--- src/rtl/pfc_pkg.sv ---
// Constants shared by the port select, frequency counter and capabilities logic
`default_nettype none
package pfc_pkg;
  // ==========================================================================
  // Register offsets
  localparam logic [7:0] ADDR_GPIO_CTRL_BASE = 8'h0d;
  localparam logic [7:0] ADDR_PORT_SELECT = 8'h1e;
  localparam logic [7:0] ADDR_FREQ_COUNT = 8'h1f;
  localparam logic [7:0] ADDR_FAR_CAPS = 8'h20;
  localparam int GPIO_CTRL_NUM = 4;
  // ==========================================================================
  // Reset values and writable masks
  localparam logic [7:0] PORT_SELECT_RESET = 8'h01;
  localparam logic [7:0] PORT_SELECT_MASK = 8'h07;
  localparam logic [7:0] FREQ_COUNT_RESET = 8'h00;
  localparam logic [7:0] FAR_CAPS_RESET = 8'h00;
  localparam logic [7:0] FAR_CAPS_MASK = 8'hbf;
  localparam logic [7:0] GPIO_CTRL_RESET = 8'h00;
  localparam logic [7:0] READ_UNMAPPED = 8'h00;
  localparam logic [7:0] FREQ_COUNT_MAX = 8'hff;
  localparam logic [6:0] SECOND_ADDR_STEP = 7'h01;
  // ==========================================================================
  // Field positions
  localparam int PSEL_FIRST_BIT = 0;
  localparam int PSEL_SECOND_BIT = 1;
  localparam int PSEL_SEC_ADDR_EN_BIT = 2;
  localparam int CAP_FREEZE_BIT = 7;
  localparam int CAP_FREQ_PAT_BIT = 5;
  localparam int CAP_EQ_PAT_BIT = 4;
  localparam int CAP_AUTO_LSB = 0;
  localparam int CAP_AUTO_W = 4;
  // ==========================================================================
  // Timing
  localparam int CLK_PERIOD_NS = 8;
  localparam int OSC_PERIOD_NS = 40;
  localparam int OSC_PERIOD_CYC = OSC_PERIOD_NS / CLK_PERIOD_NS;
  localparam int MIN_SAMPLE_CYC = 3;

  typedef enum logic [0:0] {
    PFC_FC_IDLE = 1'b0,
    PFC_FC_RUN = 1'b1
  } pfc_fc_state_e;
endpackage : pfc_pkg
`default_nettype wire

--- src/rtl/pfc_freq_if.sv ---
// Carrier between register bank and frequency counter
`default_nettype none
interface pfc_freq_if;
  logic start;
  logic [7:0] interval;
  logic [7:0] count;
  logic busy;
  modport ctrl (output start, output interval, input count, input busy);
  modport counter (input start, input interval, output count, output busy);
endinterface : pfc_freq_if
`default_nettype wire

--- src/rtl/pfc_regs.sv ---
// Register bank: port selection, frequency counter and far receiver capabilities
//
// What this block does
// - Second-port select: primary-address writes reach port 1 and shared registers.
// - Second-port select: primary-address reads return port 1 and shared registers.
// - Second-port select makes the low GPIO control registers steer the far link.
// - First-port select: primary-address access reaches port 0 and shared registers.
// - Both selects set: reads from port 1, writes to both ports.
// - Secondary-address enable makes both port select bits ignored.
// - Secondary-address enable answers own address plus one, for port 1 and shared.
// - Writing the counter register starts a count over value times oscillator periods.
// - The count saturates at 0xff instead of wrapping.
// - Capabilities bit 5 sends the frequency training pattern.
// - Capabilities bit 4 sends the equalization training pattern.
// - Capabilities bit 3 holds far receiver dual-link support.
// - Capabilities bit 2 holds channel role: 0 primary, 1 secondary.
// - Capabilities bit 1 auto-loads from back channel once lock is seen.
// - Capabilities bit 0 auto-loads from back channel once lock is seen.
`default_nettype none
module pfc_regs
  import pfc_pkg::*;
(
  input wire logic clock_i,
  input wire logic sys_rst_i,
  input wire logic [6:0] device_id_i,
  input wire logic reg_req_i,
  input wire logic reg_wr_i,
  input wire logic [6:0] reg_dev_addr_i,
  input wire logic [7:0] reg_offset_i,
  input wire logic [7:0] reg_wdata_i,
  output logic reg_ack_o,
  output logic reg_hit_o,
  output logic [7:0] reg_rdata_o,
  input wire logic pixel_clk_i,
  input wire logic osc_clk_i,
  input wire logic [1:0] rx_lock_i,
  input wire logic [1:0] cap_load_i,
  input wire logic [3:0] cap_value0_i,
  input wire logic [3:0] cap_value1_i,
  output logic [GPIO_CTRL_NUM*8-1:0] local_gpio_ctrl_o,
  output logic [GPIO_CTRL_NUM*8-1:0] remote_gpio_ctrl_o,
  output logic [1:0] freq_pattern_transmit_o,
  output logic [1:0] equalizer_pattern_transmit_o,
  output logic [1:0] freeze_far_capabilities_o,
  output logic [7:0] far_caps0_o,
  output logic [7:0] far_caps1_o,
  output logic [7:0] port_select_o,
  output logic freq_busy_o
);
  // ==========================================================================
  // Address decoding helpers
  // Ports that a primary or secondary address access writes into
  function automatic logic [1:0] write_ports(input logic secondary, input logic [7:0] psel);
    logic [1:0] ports;
    ports = 2'b00;
    if (secondary) begin
      ports = 2'b10;
    end else if (psel[PSEL_SEC_ADDR_EN_BIT]) begin
      ports = 2'b01;
    end else begin
      // Both bits clear behaves as port 0 so the device never goes deaf
      ports[1] = psel[PSEL_SECOND_BIT];
      ports[0] = psel[PSEL_FIRST_BIT] | ~psel[PSEL_SECOND_BIT];
    end
    return ports;
  endfunction : write_ports

  // Port whose registers a read returns (1 means port 1)
  function automatic logic read_port(input logic secondary, input logic [7:0] psel);
    logic port;
    port = 1'b0;
    if (secondary) begin
      port = 1'b1;
    end else if (psel[PSEL_SEC_ADDR_EN_BIT]) begin
      port = 1'b0;
    end else begin
      port = psel[PSEL_SECOND_BIT];
    end
    return port;
  endfunction : read_port

  // ==========================================================================
  // Elaboration checks: the decode below assumes these layouts
  if (GPIO_CTRL_NUM != 4) begin : g_bad_gpio_num
    $error("gpio index is two bits wide and needs exactly four control registers");
  end
  if (CAP_AUTO_LSB + CAP_AUTO_W > CAP_EQ_PAT_BIT) begin : g_bad_auto_field
    $error("auto-loaded capability field overlaps the pattern bits");
  end
  if (ADDR_GPIO_CTRL_BASE + 8'(GPIO_CTRL_NUM) > ADDR_PORT_SELECT) begin : g_bad_gpio_map
    $error("gpio control window runs into the port select register");
  end

  // ==========================================================================
  // Offset decoding, shared by the write and read paths
  typedef enum logic [2:0] {
    PFC_OFF_NONE = 3'b000,
    PFC_OFF_PSEL = 3'b001,
    PFC_OFF_FREQ = 3'b010,
    PFC_OFF_CAPS = 3'b011,
    PFC_OFF_GPIO = 3'b100
  } pfc_off_e;

  function automatic pfc_off_e decode_offset(input logic [7:0] off);
    pfc_off_e kind;
    logic [7:0] rel;
    kind = PFC_OFF_NONE;
    rel = off - ADDR_GPIO_CTRL_BASE;
    if (off == ADDR_PORT_SELECT) begin
      kind = PFC_OFF_PSEL;
    end else if (off == ADDR_FREQ_COUNT) begin
      kind = PFC_OFF_FREQ;
    end else if (off == ADDR_FAR_CAPS) begin
      kind = PFC_OFF_CAPS;
    end else if ((off >= ADDR_GPIO_CTRL_BASE) && (rel < 8'(GPIO_CTRL_NUM))) begin
      kind = PFC_OFF_GPIO;
    end
    return kind;
  endfunction : decode_offset

  // ==========================================================================
  // Frequency counter
  pfc_freq_if fq ();
  pfc_freq_counter u_freq_counter (
    .clock_i(clock_i),
    .sys_rst_i(sys_rst_i),
    .pixel_clk_i(pixel_clk_i),
    .osc_clk_i(osc_clk_i),
    .fq(fq.counter)
  );

  // ==========================================================================
  // Request decode
  logic [7:0] port_select;
  logic [7:0] far_caps [2];
  logic [7:0] gpio_ctrl [2][GPIO_CTRL_NUM];
  logic start_q;
  logic [7:0] interval_q;
  logic ack_q, hit_q;
  logic [7:0] rdata_q;

  logic [6:0] second_addr;
  logic primary_hit, secondary_hit, addr_hit;
  logic [1:0] wports;
  logic rport;
  assign second_addr = device_id_i + SECOND_ADDR_STEP;
  assign primary_hit = (reg_dev_addr_i == device_id_i);
  assign secondary_hit = port_select[PSEL_SEC_ADDR_EN_BIT] &&
                         (reg_dev_addr_i == second_addr);
  assign addr_hit = primary_hit | secondary_hit;
  assign wports = write_ports(secondary_hit, port_select);
  assign rport = read_port(secondary_hit, port_select);

  pfc_off_e off_kind;
  assign off_kind = decode_offset(reg_offset_i);

  logic is_gpio;
  logic [1:0] gpio_idx;
  logic [7:0] gpio_off;
  assign gpio_off = reg_offset_i - ADDR_GPIO_CTRL_BASE;
  assign is_gpio = (off_kind == PFC_OFF_GPIO);
  assign gpio_idx = gpio_off[1:0];

  logic do_write, do_read;
  assign do_write = reg_req_i & reg_wr_i & addr_hit;
  assign do_read = reg_req_i & ~reg_wr_i & addr_hit;

  // ==========================================================================
  // Next values of the register file
  logic [7:0] next_port_select;
  logic [7:0] next_far_caps [2];
  logic [7:0] next_gpio_ctrl [2][GPIO_CTRL_NUM];
  logic next_start;
  logic [7:0] next_interval;
  logic [3:0] cap_value [2];
  assign cap_value[0] = cap_value0_i;
  assign cap_value[1] = cap_value1_i;

  always_comb begin
    next_port_select = port_select;
    next_far_caps = far_caps;
    next_gpio_ctrl = gpio_ctrl;
    next_start = 1'b0;
    next_interval = interval_q;
    if (do_write) begin
      if (off_kind == PFC_OFF_PSEL) begin
        next_port_select = reg_wdata_i & PORT_SELECT_MASK;
      end
      if (off_kind == PFC_OFF_FREQ) begin
        next_start = 1'b1;
        next_interval = reg_wdata_i;
      end
      for (int p = 0; p < 2; p++) begin
        if (wports[p]) begin
          if (off_kind == PFC_OFF_CAPS) begin
            next_far_caps[p] = reg_wdata_i & FAR_CAPS_MASK;
          end
          // Port 1 copies drive the far link GPIOs
          if (is_gpio) begin
            next_gpio_ctrl[p][gpio_idx] = reg_wdata_i;
          end
        end
      end
    end
    // Back-channel load lands after any write in the same cycle, unless the
    // resulting freeze bit blocks it, so a frozen write is never undone
    for (int p = 0; p < 2; p++) begin
      if (cap_load_i[p] && rx_lock_i[p] && !next_far_caps[p][CAP_FREEZE_BIT]) begin
        next_far_caps[p][CAP_AUTO_LSB +: CAP_AUTO_W] = cap_value[p];
      end
    end
  end

  always_ff @(posedge clock_i) begin
    if (sys_rst_i) begin
      port_select <= PORT_SELECT_RESET;
      far_caps[0] <= FAR_CAPS_RESET;
      far_caps[1] <= FAR_CAPS_RESET;
      for (int p = 0; p < 2; p++) begin
        for (int g = 0; g < GPIO_CTRL_NUM; g++) begin
          gpio_ctrl[p][g] <= GPIO_CTRL_RESET;
        end
      end
      start_q <= 1'b0;
      interval_q <= FREQ_COUNT_RESET;
    end else begin
      port_select <= next_port_select;
      far_caps <= next_far_caps;
      gpio_ctrl <= next_gpio_ctrl;
      start_q <= next_start;
      interval_q <= next_interval;
    end
  end

  assign fq.start = start_q;
  assign fq.interval = interval_q;

  // ==========================================================================
  // Read path, answered one cycle after the request
  logic next_ack, next_hit;
  logic [7:0] next_rdata;
  always_comb begin
    next_ack = reg_req_i;
    next_hit = reg_req_i & addr_hit;
    next_rdata = rdata_q;
    if (do_read) begin
      unique case (off_kind)
        PFC_OFF_PSEL: begin
          next_rdata = port_select;
        end
        PFC_OFF_FREQ: begin
          // Count is a flop in this domain, so a read never sees it mid-update
          next_rdata = fq.count;
        end
        PFC_OFF_CAPS: begin
          next_rdata = far_caps[rport];
        end
        PFC_OFF_GPIO: begin
          next_rdata = gpio_ctrl[rport][gpio_idx];
        end
        PFC_OFF_NONE: begin
          next_rdata = READ_UNMAPPED;
        end
        default: begin
          next_rdata = READ_UNMAPPED;
        end
      endcase
    end
  end

  always_ff @(posedge clock_i) begin
    if (sys_rst_i) begin
      ack_q <= 1'b0;
      hit_q <= 1'b0;
      rdata_q <= READ_UNMAPPED;
    end else begin
      ack_q <= next_ack;
      hit_q <= next_hit;
      rdata_q <= next_rdata;
    end
  end

  // ==========================================================================
  // Outputs, all taken from flops
  assign reg_ack_o = ack_q;
  assign reg_hit_o = hit_q;
  assign reg_rdata_o = rdata_q;
  assign port_select_o = port_select;
  assign far_caps0_o = far_caps[0];
  assign far_caps1_o = far_caps[1];
  assign freq_busy_o = fq.busy;

  genvar gi;
  generate
    for (gi = 0; gi < GPIO_CTRL_NUM; gi++) begin : g_gpio_out
      assign local_gpio_ctrl_o[gi*8 +: 8] = gpio_ctrl[0][gi];
      assign remote_gpio_ctrl_o[gi*8 +: 8] = gpio_ctrl[1][gi];
    end
    for (gi = 0; gi < 2; gi++) begin : g_pattern_out
      assign freq_pattern_transmit_o[gi] = far_caps[gi][CAP_FREQ_PAT_BIT];
      assign equalizer_pattern_transmit_o[gi] = far_caps[gi][CAP_EQ_PAT_BIT];
      assign freeze_far_capabilities_o[gi] = far_caps[gi][CAP_FREEZE_BIT];
    end
  endgenerate
endmodule : pfc_regs
`default_nettype wire

--- src/rtl/pfc_freq_counter.sv ---
// Pixel clock frequency counter timed by the oscillator clock
`default_nettype none
module pfc_freq_counter
  import pfc_pkg::*;
(
  input wire logic clock_i,
  input wire logic sys_rst_i,
  input wire logic pixel_clk_i,
  input wire logic osc_clk_i,
  pfc_freq_if.counter fq
);
  // ==========================================================================
  // Synchronisers; both clocks are sampled as levels on the system clock.
  // Limitation: pixel clocks above about a third of 125 MHz alias.
  if (OSC_PERIOD_CYC < MIN_SAMPLE_CYC) begin : g_osc_too_fast
    $error("oscillator too fast to sample");
  end
  logic pix_meta, pix_sync, pix_last;
  logic osc_meta, osc_sync, osc_last;
  always_ff @(posedge clock_i) begin
    if (sys_rst_i) begin
      pix_meta <= 1'b0;
      pix_sync <= 1'b0;
      pix_last <= 1'b0;
      osc_meta <= 1'b0;
      osc_sync <= 1'b0;
      osc_last <= 1'b0;
    end else begin
      pix_meta <= pixel_clk_i;
      pix_sync <= pix_meta;
      pix_last <= pix_sync;
      osc_meta <= osc_clk_i;
      osc_sync <= osc_meta;
      osc_last <= osc_sync;
    end
  end
  logic pix_rise, osc_rise;
  assign pix_rise = pix_sync & ~pix_last;
  assign osc_rise = osc_sync & ~osc_last;
  // ==========================================================================
  // Interval and count
  pfc_fc_state_e state, next_state;
  logic [7:0] remain, next_remain;
  logic [7:0] count, next_count;
  always_comb begin
    next_state = state;
    next_remain = remain;
    next_count = count;
    if (fq.start) begin
      next_count = FREQ_COUNT_RESET;
      next_remain = fq.interval;
      next_state = (fq.interval == 8'h00) ? PFC_FC_IDLE : PFC_FC_RUN;
    end else begin
      unique case (state)
        PFC_FC_IDLE: begin
        end
        PFC_FC_RUN: begin
          if (pix_rise && count != FREQ_COUNT_MAX) begin
            next_count = count + 8'h01;
          end
          if (osc_rise) begin
            next_remain = remain - 8'h01;
            if (remain == 8'h01) begin
              next_state = PFC_FC_IDLE;
            end
          end
        end
      endcase
    end
  end
  always_ff @(posedge clock_i) begin
    if (sys_rst_i) begin
      state <= PFC_FC_IDLE;
      remain <= 8'h00;
      count <= FREQ_COUNT_RESET;
    end else begin
      state <= next_state;
      remain <= next_remain;
      count <= next_count;
    end
  end
  assign fq.count = count;
  assign fq.busy = (state == PFC_FC_RUN);
endmodule : pfc_freq_counter
`default_nettype wire

--- config.mk ---
export PLATFORM = sky130hd
export DESIGN_NAME = pfc_regs
export DESIGN_NICKNAME = d
export VERILOG_FILES = /design/src/rtl/pfc_pkg.sv /design/src/rtl/pfc_freq_if.sv /design/src/rtl/pfc_regs.sv /design/src/rtl/pfc_freq_counter.sv
export SDC_FILE = /design/constraint.sdc
export NUM_CORES = 1
export LEC_CHECK = 0
export BUFFER_PORTS_ARGS = -buffer_cell sky130_fd_sc_hd__buf_2
export CORE_MARGIN = 2
export CORE_UTILIZATION = 58
export CTS_CLUSTER_SIZE = 25
export DETAILED_ROUTE_END_ITERATION = 12
export PLACE_DENSITY = 0.95
export SLEW_MARGIN = 5
export SYNTH_ARGS = -nofsm -noshare
export SYNTH_HDL_FRONTEND = slang
export SYNTH_SLANG_ARGS = --single-unit
--- constraint.sdc ---
create_clock -name clock_i -period 6.07 [get_ports clock_i]
set_input_delay 0.607 -clock clock_i [delete_from_list [all_inputs] [get_ports clock_i]]
set_output_delay 0.607 -clock clock_i [all_outputs]
set_load 0.02 [all_outputs]
==> key figures, run 1 <==
Detailed routing
  – Number of remaining DRC errors: 0
  – Final ANT Viol Nets: 0
  – Via count: 6,281
  – 1st-iter DRT viols: 696
  – Post-Route WL: 20,500 um
  – First-pass DRT Iterations: 7
  – Via/cell ratio: 6.42
  – WL/cell: 21.0 um

Setup path
  – Reg2reg start: port_select_o[2]
  – Critical path class: input port to flip-flop
  – Arrival time at the worst endpoint: 3730 ps
  – Critical path launch point type: input port
  – R2R Setup Slk: 3080 ps
  – End of the worst register-to-register path: local_gpio_ctrl_o[8]
  – Critical path capture point type: flip-flop
  – Worst Path Max Fanout: 8
  – Reg2Reg Depth: 6
  – CP Data Required Time: 6490 ps

Flow run
  – Total of max-cap violations: 0

Finish
  – Footprint of the multi-input gates: 3530 um2
  – Register area: 2460 um2
  – Final Cell Area: 7620 um2
  – Fin nets: 883
  – Area growth syn-to-layout: 19.8%
  – N_diodes: 0
  – Utilization after layout: 70.9%
  – Leading cell type in the layout, fill and taps excluded: buf_2
  – Commonest cells after routing, fill and taps aside: buf_2, dfxtp_1, nand3_1, a21oi_1
  – Share of layout cells above drive strength 1: 27.2%
  – FILL cells: 765

Place
  – Cell Area, Placed: 7010 um2
  – Port bufs: 145
  – Placement Setup Slack: 2400 ps
  – Post-DP HPWL: 13,600 um
  – Final GP Congestion: 0.946

Clock tree
  – Setup bufs post-CTS: 0
  – Clock Latency Late Sink: 540 ps
  – H-tree Lvls: 4
  – CTS tree: built
  – Longest Clk Path Bufs: 2
  – TritonCTS Buffers: 17
  – Root Driver: clkbuf_8
  – CTS clk-pin slew, worst paths: 60 ps
  – Post-CTS Hold Fix Bufs: 0
  – PostCTS Resize Cnt: 0
  – Clock Sink Count: 123

Floorplanning
  – Die width: 109 um
  – Starting Density: 59.2%
  – Core Footprint: 10,700 um2
  – DIE HEIGHT: 109 um
  – Full die area: 11,800 um2
  – I/O pins: 153
  – Num rows: 38

Run status
  – Run status: complete, no violations

Synthesis
  – Yosys reg bits: 123
  – Share of the synthesized area in the top cell type: 38.7%
  – Syn Inst Count: 715
  – Yosys warning total: 0
  – Syn avg cell area: 8.89 um2
  – Synth area leader: dfxtp_1
  – Number of flops mapped to enable cells by yosys: 0
  – Sequential area share after synthesis: 38.7%
  – Synth top area cells: dfxtp_1, mux2i_1, mux2_2, nand3_1, a21oi_1
  – Synthesized cell area: 6360 um2
  – Post-synthesis cell type count: 56
  – Async SR Flop Fraction: 0%
  – Dominant synthesized flop cell: dfxtp_1

Timing
  – Worst setup margin: 2760 ps
  – Fin Setup TNS: 0 ps
  – Fin. Hold Viols: 0
  – Hold_ws: 282 ps
  – Clock Skews: 7.99 ps
  – RSZ-0062 raised after global routing: no
  – Final period util: 54.5%
  – Final setup vio count: 0
  – Fmax: 302 MHz
  – Rel. slew slack: 9.79%
  – Actual slew at the worst max-slew pin: 1340 ps
  – Final Max Slew Viols: 0
  – Minimum clock period: 3310 ps

Global route
  – All-Layer GR Usage: 35.0%
  – Initial antenna violation count: 0
  – Largest net degree at the start of global routing: 70
  – Vias in the first global route: 5,993
  – First-pass GRT wire length: 31,100 um
  – Grt ovf: 0

Pwr
  – Switch share: 24.9%
  – Maximum vdd drop: 0.151 mV
  – Power per Cell Area: 260 nW/um2
  – Seq pwr share: 41.2%
  – Sw Pwr: 493 uW
  – Combinational share of power: 6.3%
  – Clk network pwr share: 52.6%
  – Cell Int Power: 1.49 mW
  – LEAKAGE: 3.33 nW

Min path
  – Hold endpoint: u_freq_counter.osc_meta
  – Worst hold path stage count: 2
  – Hold Path Origin: osc_clk_i
  – HP Class: input port to flip-flop
## Yosys cell counts, types with 3 or more instances
cell type,n
nor3_1,15
and3_1,8
a21o_1,7
nor2b_1,10
nand2_1,25
inv_1,23
buf_4,16
a211oi_1,8
mux2_1,12
clkbuf_1,28
xnor2_1,12
nand3_1,58
mux2_2,34
dfxtp_1,123
nand2b_1,41
and4_1,3
o21ai_0,40
nand3b_1,3
a221oi_1,6
ha_1,9
nor2_1,30
a22o_1,3
a31oi_1,8
a22oi_1,14
nor4_1,4
buf_2,10
xor2_1,11
nand4_1,10
a311oi_1,4
mux2i_1,41
a21oi_1,57
buf_1,9
nand3_2,4
## layer usage
| metal | part of all wire, % | vias up | GRT usage (%) |
|---|---|---|---|
| li1 | - | 2772 | - |
| met1 | 36 | 2872 | 39.3 |
| met2 | 45 | 493 | 56.0 |
| met3 | 11 | 144 | 10.8 |
| met4 | 7.2 | 0 | 25.6 |
| met5 | 0 | - | 0 |
## logic make-up after synthesis
family	after synthesis	share of synthesized area [%]
adders and majority gates	9	1.77
other	1	0.0590
DFF	123	38.7
AOI/OAI and AO/OA	159	15.7
muxes	88	14.8
buffers and inverters	86	6.22
and+or+nand+nor	226	19.5
xor gates and xnor gates	23	3.17
## metrics by stage
step,instances,total power [mW]
after global routing,979,2.02
final,979,1.98
after floorplan,721,0.911
after detailed placement,947,0.953
after global placement,947,0.951
after CTS,979,1.98
## power by group through the flow
stage / logic, mW / clock network, mW / registers [mW]
after global placement: 0.117 / 0 / 0.833
after floorplan: 0.0741 / 0 / 0.837
final: 0.124 / 1.04 / 0.816
after detailed placement: 0.119 / 0 / 0.833
after global routing: 0.132 / 1.08 / 0.816
after CTS: 0.121 / 1.04 / 0.816
## registers in the layout, summed over array words and instances, names as in the netlist, 3 cells and up
signal,count
far_caps0_o,7
u_freq_counter.remain,8
local_gpio_ctrl_o,32
far_caps1_o,7
fq.interval,8
u_freq_counter.fq.count,8
port_select_o,3
reg_rdata_o,8
remote_gpio_ctrl_o,32
## final cells by class
cell class	count	share of cell area, %
Tap cell	140	2.30
Timing Repair Buffer	149	9.96
Clock inverter	15	2.50
Multi-Input combinational cell	512	46.3
Sequential cell	123	32.3
Clock buffer	17	5.44
Inverter	23	1.13
## worst max-delay path by stage
| stage | start | to | slack [ps] | depth (start not counted) |
|---|---|---|---|---|
| global placement | device_id_i[0] | local_gpio_ctrl_o[4] | 2580 | 9 |
| CTS | device_id_i[0] | local_gpio_ctrl_o[8] | 2870 | 9 |
| floorplan | device_id_i[0] | far_caps0_o[0] | 3290 | 8 |
| detailed placement | device_id_i[0] | remote_gpio_ctrl_o[1] | 2400 | 9 |
| global route | device_id_i[1] | local_gpio_ctrl_o[8] | 2650 | 9 |
| finish | reg_offset_i[0] | reg_rdata_o[4] | 2760 | 10 |
## worst max-delay path: stages
cell and delay, ps:
buf_2 160, inv_1 120, ha_1 280, nor4b_1 310, o21ai_0 140, o21ai_0 110
nand4_1 210, nor3_1 1070, a22oi_1 350, a31oi_1 370
Power figures use the tool's default switching activity.
==> inputs of run 2 (changes only) <==
CORE_UTILIZATION = 49   (was 58)
PLACE_DENSITY = 0.87   (was 0.95)
clock period = 3 ns   (was 6.07 ns; I/O delays follow)
==> run 2 against run 1 <==
Global-route usage fell by 6.1 points. Largest power group unchanged. Combinational power rose by 110%. Critical endpoint is now remote_gpio_ctrl_o[10]. Core utilization fell by 9.3 points. Cell area rose by 2.1%.
==> key figures, run 2 (synthesis gave the netlist of run 1 again) <==
Floorplanning
  – Num rows: 41
  – Starting Density: 50.4%
  – Die width: 118 um
  – Core Footprint: 12,600 um2
  – I/O pins: 153
  – Full die area: 13,900 um2
  – DIE HEIGHT: 118 um

Clock tree
  – Root Driver: clkbuf_16
  – CTS tree: built
  – Clock Sink Count: 123
  – Post-CTS Hold Fix Bufs: 0
  – H-tree Lvls: 4
  – Clock Latency Late Sink: 420 ps
  – Setup bufs post-CTS: 0
  – TritonCTS Buffers: 17
  – Longest Clk Path Bufs: 2
  – CTS clk-pin slew, worst paths: 60 ps
  – PostCTS Resize Cnt: 0

Timing
  – Actual slew at the worst max-slew pin: 635 ps
  – Final period util: 87.6%
  – RSZ-0062 raised after global routing: no
  – Fin Setup TNS: 0 ps
  – Rel. slew slack: 57.7%
  – Final Max Slew Viols: 0
  – Clock Skews: 11.9 ps
  – Minimum clock period: 2630 ps
  – Final setup vio count: 0
  – Fmax: 381 MHz
  – Hold_ws: 88.5 ps
  – Fin. Hold Viols: 0

Global route
  – Largest net degree at the start of global routing: 72
  – First-pass GRT wire length: 31,700 um
  – Vias in the first global route: 5,782
  – Initial antenna violation count: 1
  – All-Layer GR Usage: 28.9%
  – Grt ovf: 0

Pwr
  – LEAKAGE: 3.40 nW
  – Maximum vdd drop: 0.378 mV
  – Total chip power: 3.98 mW
  – Power per Cell Area: 512 nW/um2

Setup path
  – Arrival time at the worst endpoint: 2960 ps
  – CP max stage delay: 470 ps
  – Reg2Reg Depth: 6
  – Slowest CP cell: nor2_1
  – CP Data Required Time: 3330 ps
  – CP Cell Sequence: buf_2 > ha_1 > nand3_2 > or3_4 > a211oi_2 > a31oi_4 > nor2_1 > and3_1 > mux2i_1
  – Critical path launch point type: input port
  – Worst Path Max Fanout: 14
  – Critical path capture point type: flip-flop
  – Critical path class: input port to flip-flop

Finish
  – N_diodes: 0
  – Leading cell type in the layout, fill and taps excluded: buf_2
  – Fin nets: 897
  – Commonest cells after routing, fill and taps aside: buf_2, dfxtp_1, nand3_1, a21oi_1
  – Share of layout cells above drive strength 1: 28.4%
  – Area growth syn-to-layout: 22.3%
  – Final Non-Filler Cells: 1,025
  – Final Cell Area: 7770 um2

Min path
  – HP Class: input port to flip-flop
  – Worst hold path stage count: 2

Flow run
  – Total of max-cap violations: 0

Detailed routing
  – First-pass DRT Iterations: 6
  – Final ANT Viol Nets: 0
  – Post-Route WL: 20,400 um
  – Via count: 6,223
  – Number of remaining DRC errors: 0
  – 1st-iter DRT viols: 964
  – WL/cell: 19.9 um
  – Via/cell ratio: 6.07

Place
  – Final GP Congestion: 0.937
  – Port bufs: 145
  – Cell Area, Placed: 7170 um2
  – Dpl cells: 993
  – Post-DP HPWL: 14,400 um

Run status
  – Run status: complete, no violations
run 2: cell types whose count changed in the layout (fill, tap and decap cells not counted), sizes merged:
cell      previous run  this run
inv                 28        25
bufinv               3         2
clkbuf              17        20
clkinvlp             2         3
buf                149       163
run 2: per-stage QoR:
stage / util (%) / setup slack (ps)
6_report: 61.6 / 372
4_1_cts: 61.6 / 447
3_3_place_gp: 56.8 / 217
5_1_grt: 61.6 / 267
3_5_place_dp: 56.8 / 89.0
2_1_floorplan: - / 528
run 2: layout make-up:
| cell class | count | area [um2] |
|---|---|---|
| Fill cell | 1062 | 4850 |
| Multi-Input combinational cell | 512 | 3530 |
| Sequential cell | 123 | 2460 |
| Timing Repair Buffer | 163 | 876 |
| Clock buffer | 20 | 467 |
| Tap cell | 172 | 215 |
| Clock inverter | 12 | 136 |
| Inverter | 23 | 86.3 |
run 2: metal layers:
metal / vias up / track usage (%) / wire [um]
met5: - / 0 / 0
li1: 2792 / - / -
met4: 0 / 13.0 / 872
met3: 82 / 8.38 / 2120
met1: 2914 / 36.3 / 8130
met2: 435 / 45.9 / 9260
run 2: critical path: cells and delay by family:
| family | cells | cell delay, ps |
|---|---|---|
| AO/OA/AOI/OAI | 2 | 620 |
| adder cells (fa/ha/maj) | 1 | 210 |
| buffers and inverters | 1 | 130 |
| multiplexers | 1 | 270 |
| AND/OR/NAND/NOR | 4 | 1410 |
run 2: power breakdown:
| part | internal, mW | switching (mW) |
|---|---|---|
| clock | 1.29 | 0.773 |
| sequential | 1.64 | 0.00719 |
| combinational | 0.0874 | 0.173 |
| total | 3.03 | 0.953 |
run 2: worst paths after layout:
check,from,endpoint,slack (ps)
worst max-delay path,device_id_i[0],remote_gpio_ctrl_o[10],370
worst min-delay path,pixel_clk_i,u_freq_counter.pix_meta,90
worst max register to register,port_select_o[2],remote_gpio_ctrl_o[10],480
worst min register to register,u_freq_counter.osc_meta,u_freq_counter.osc_sync,440
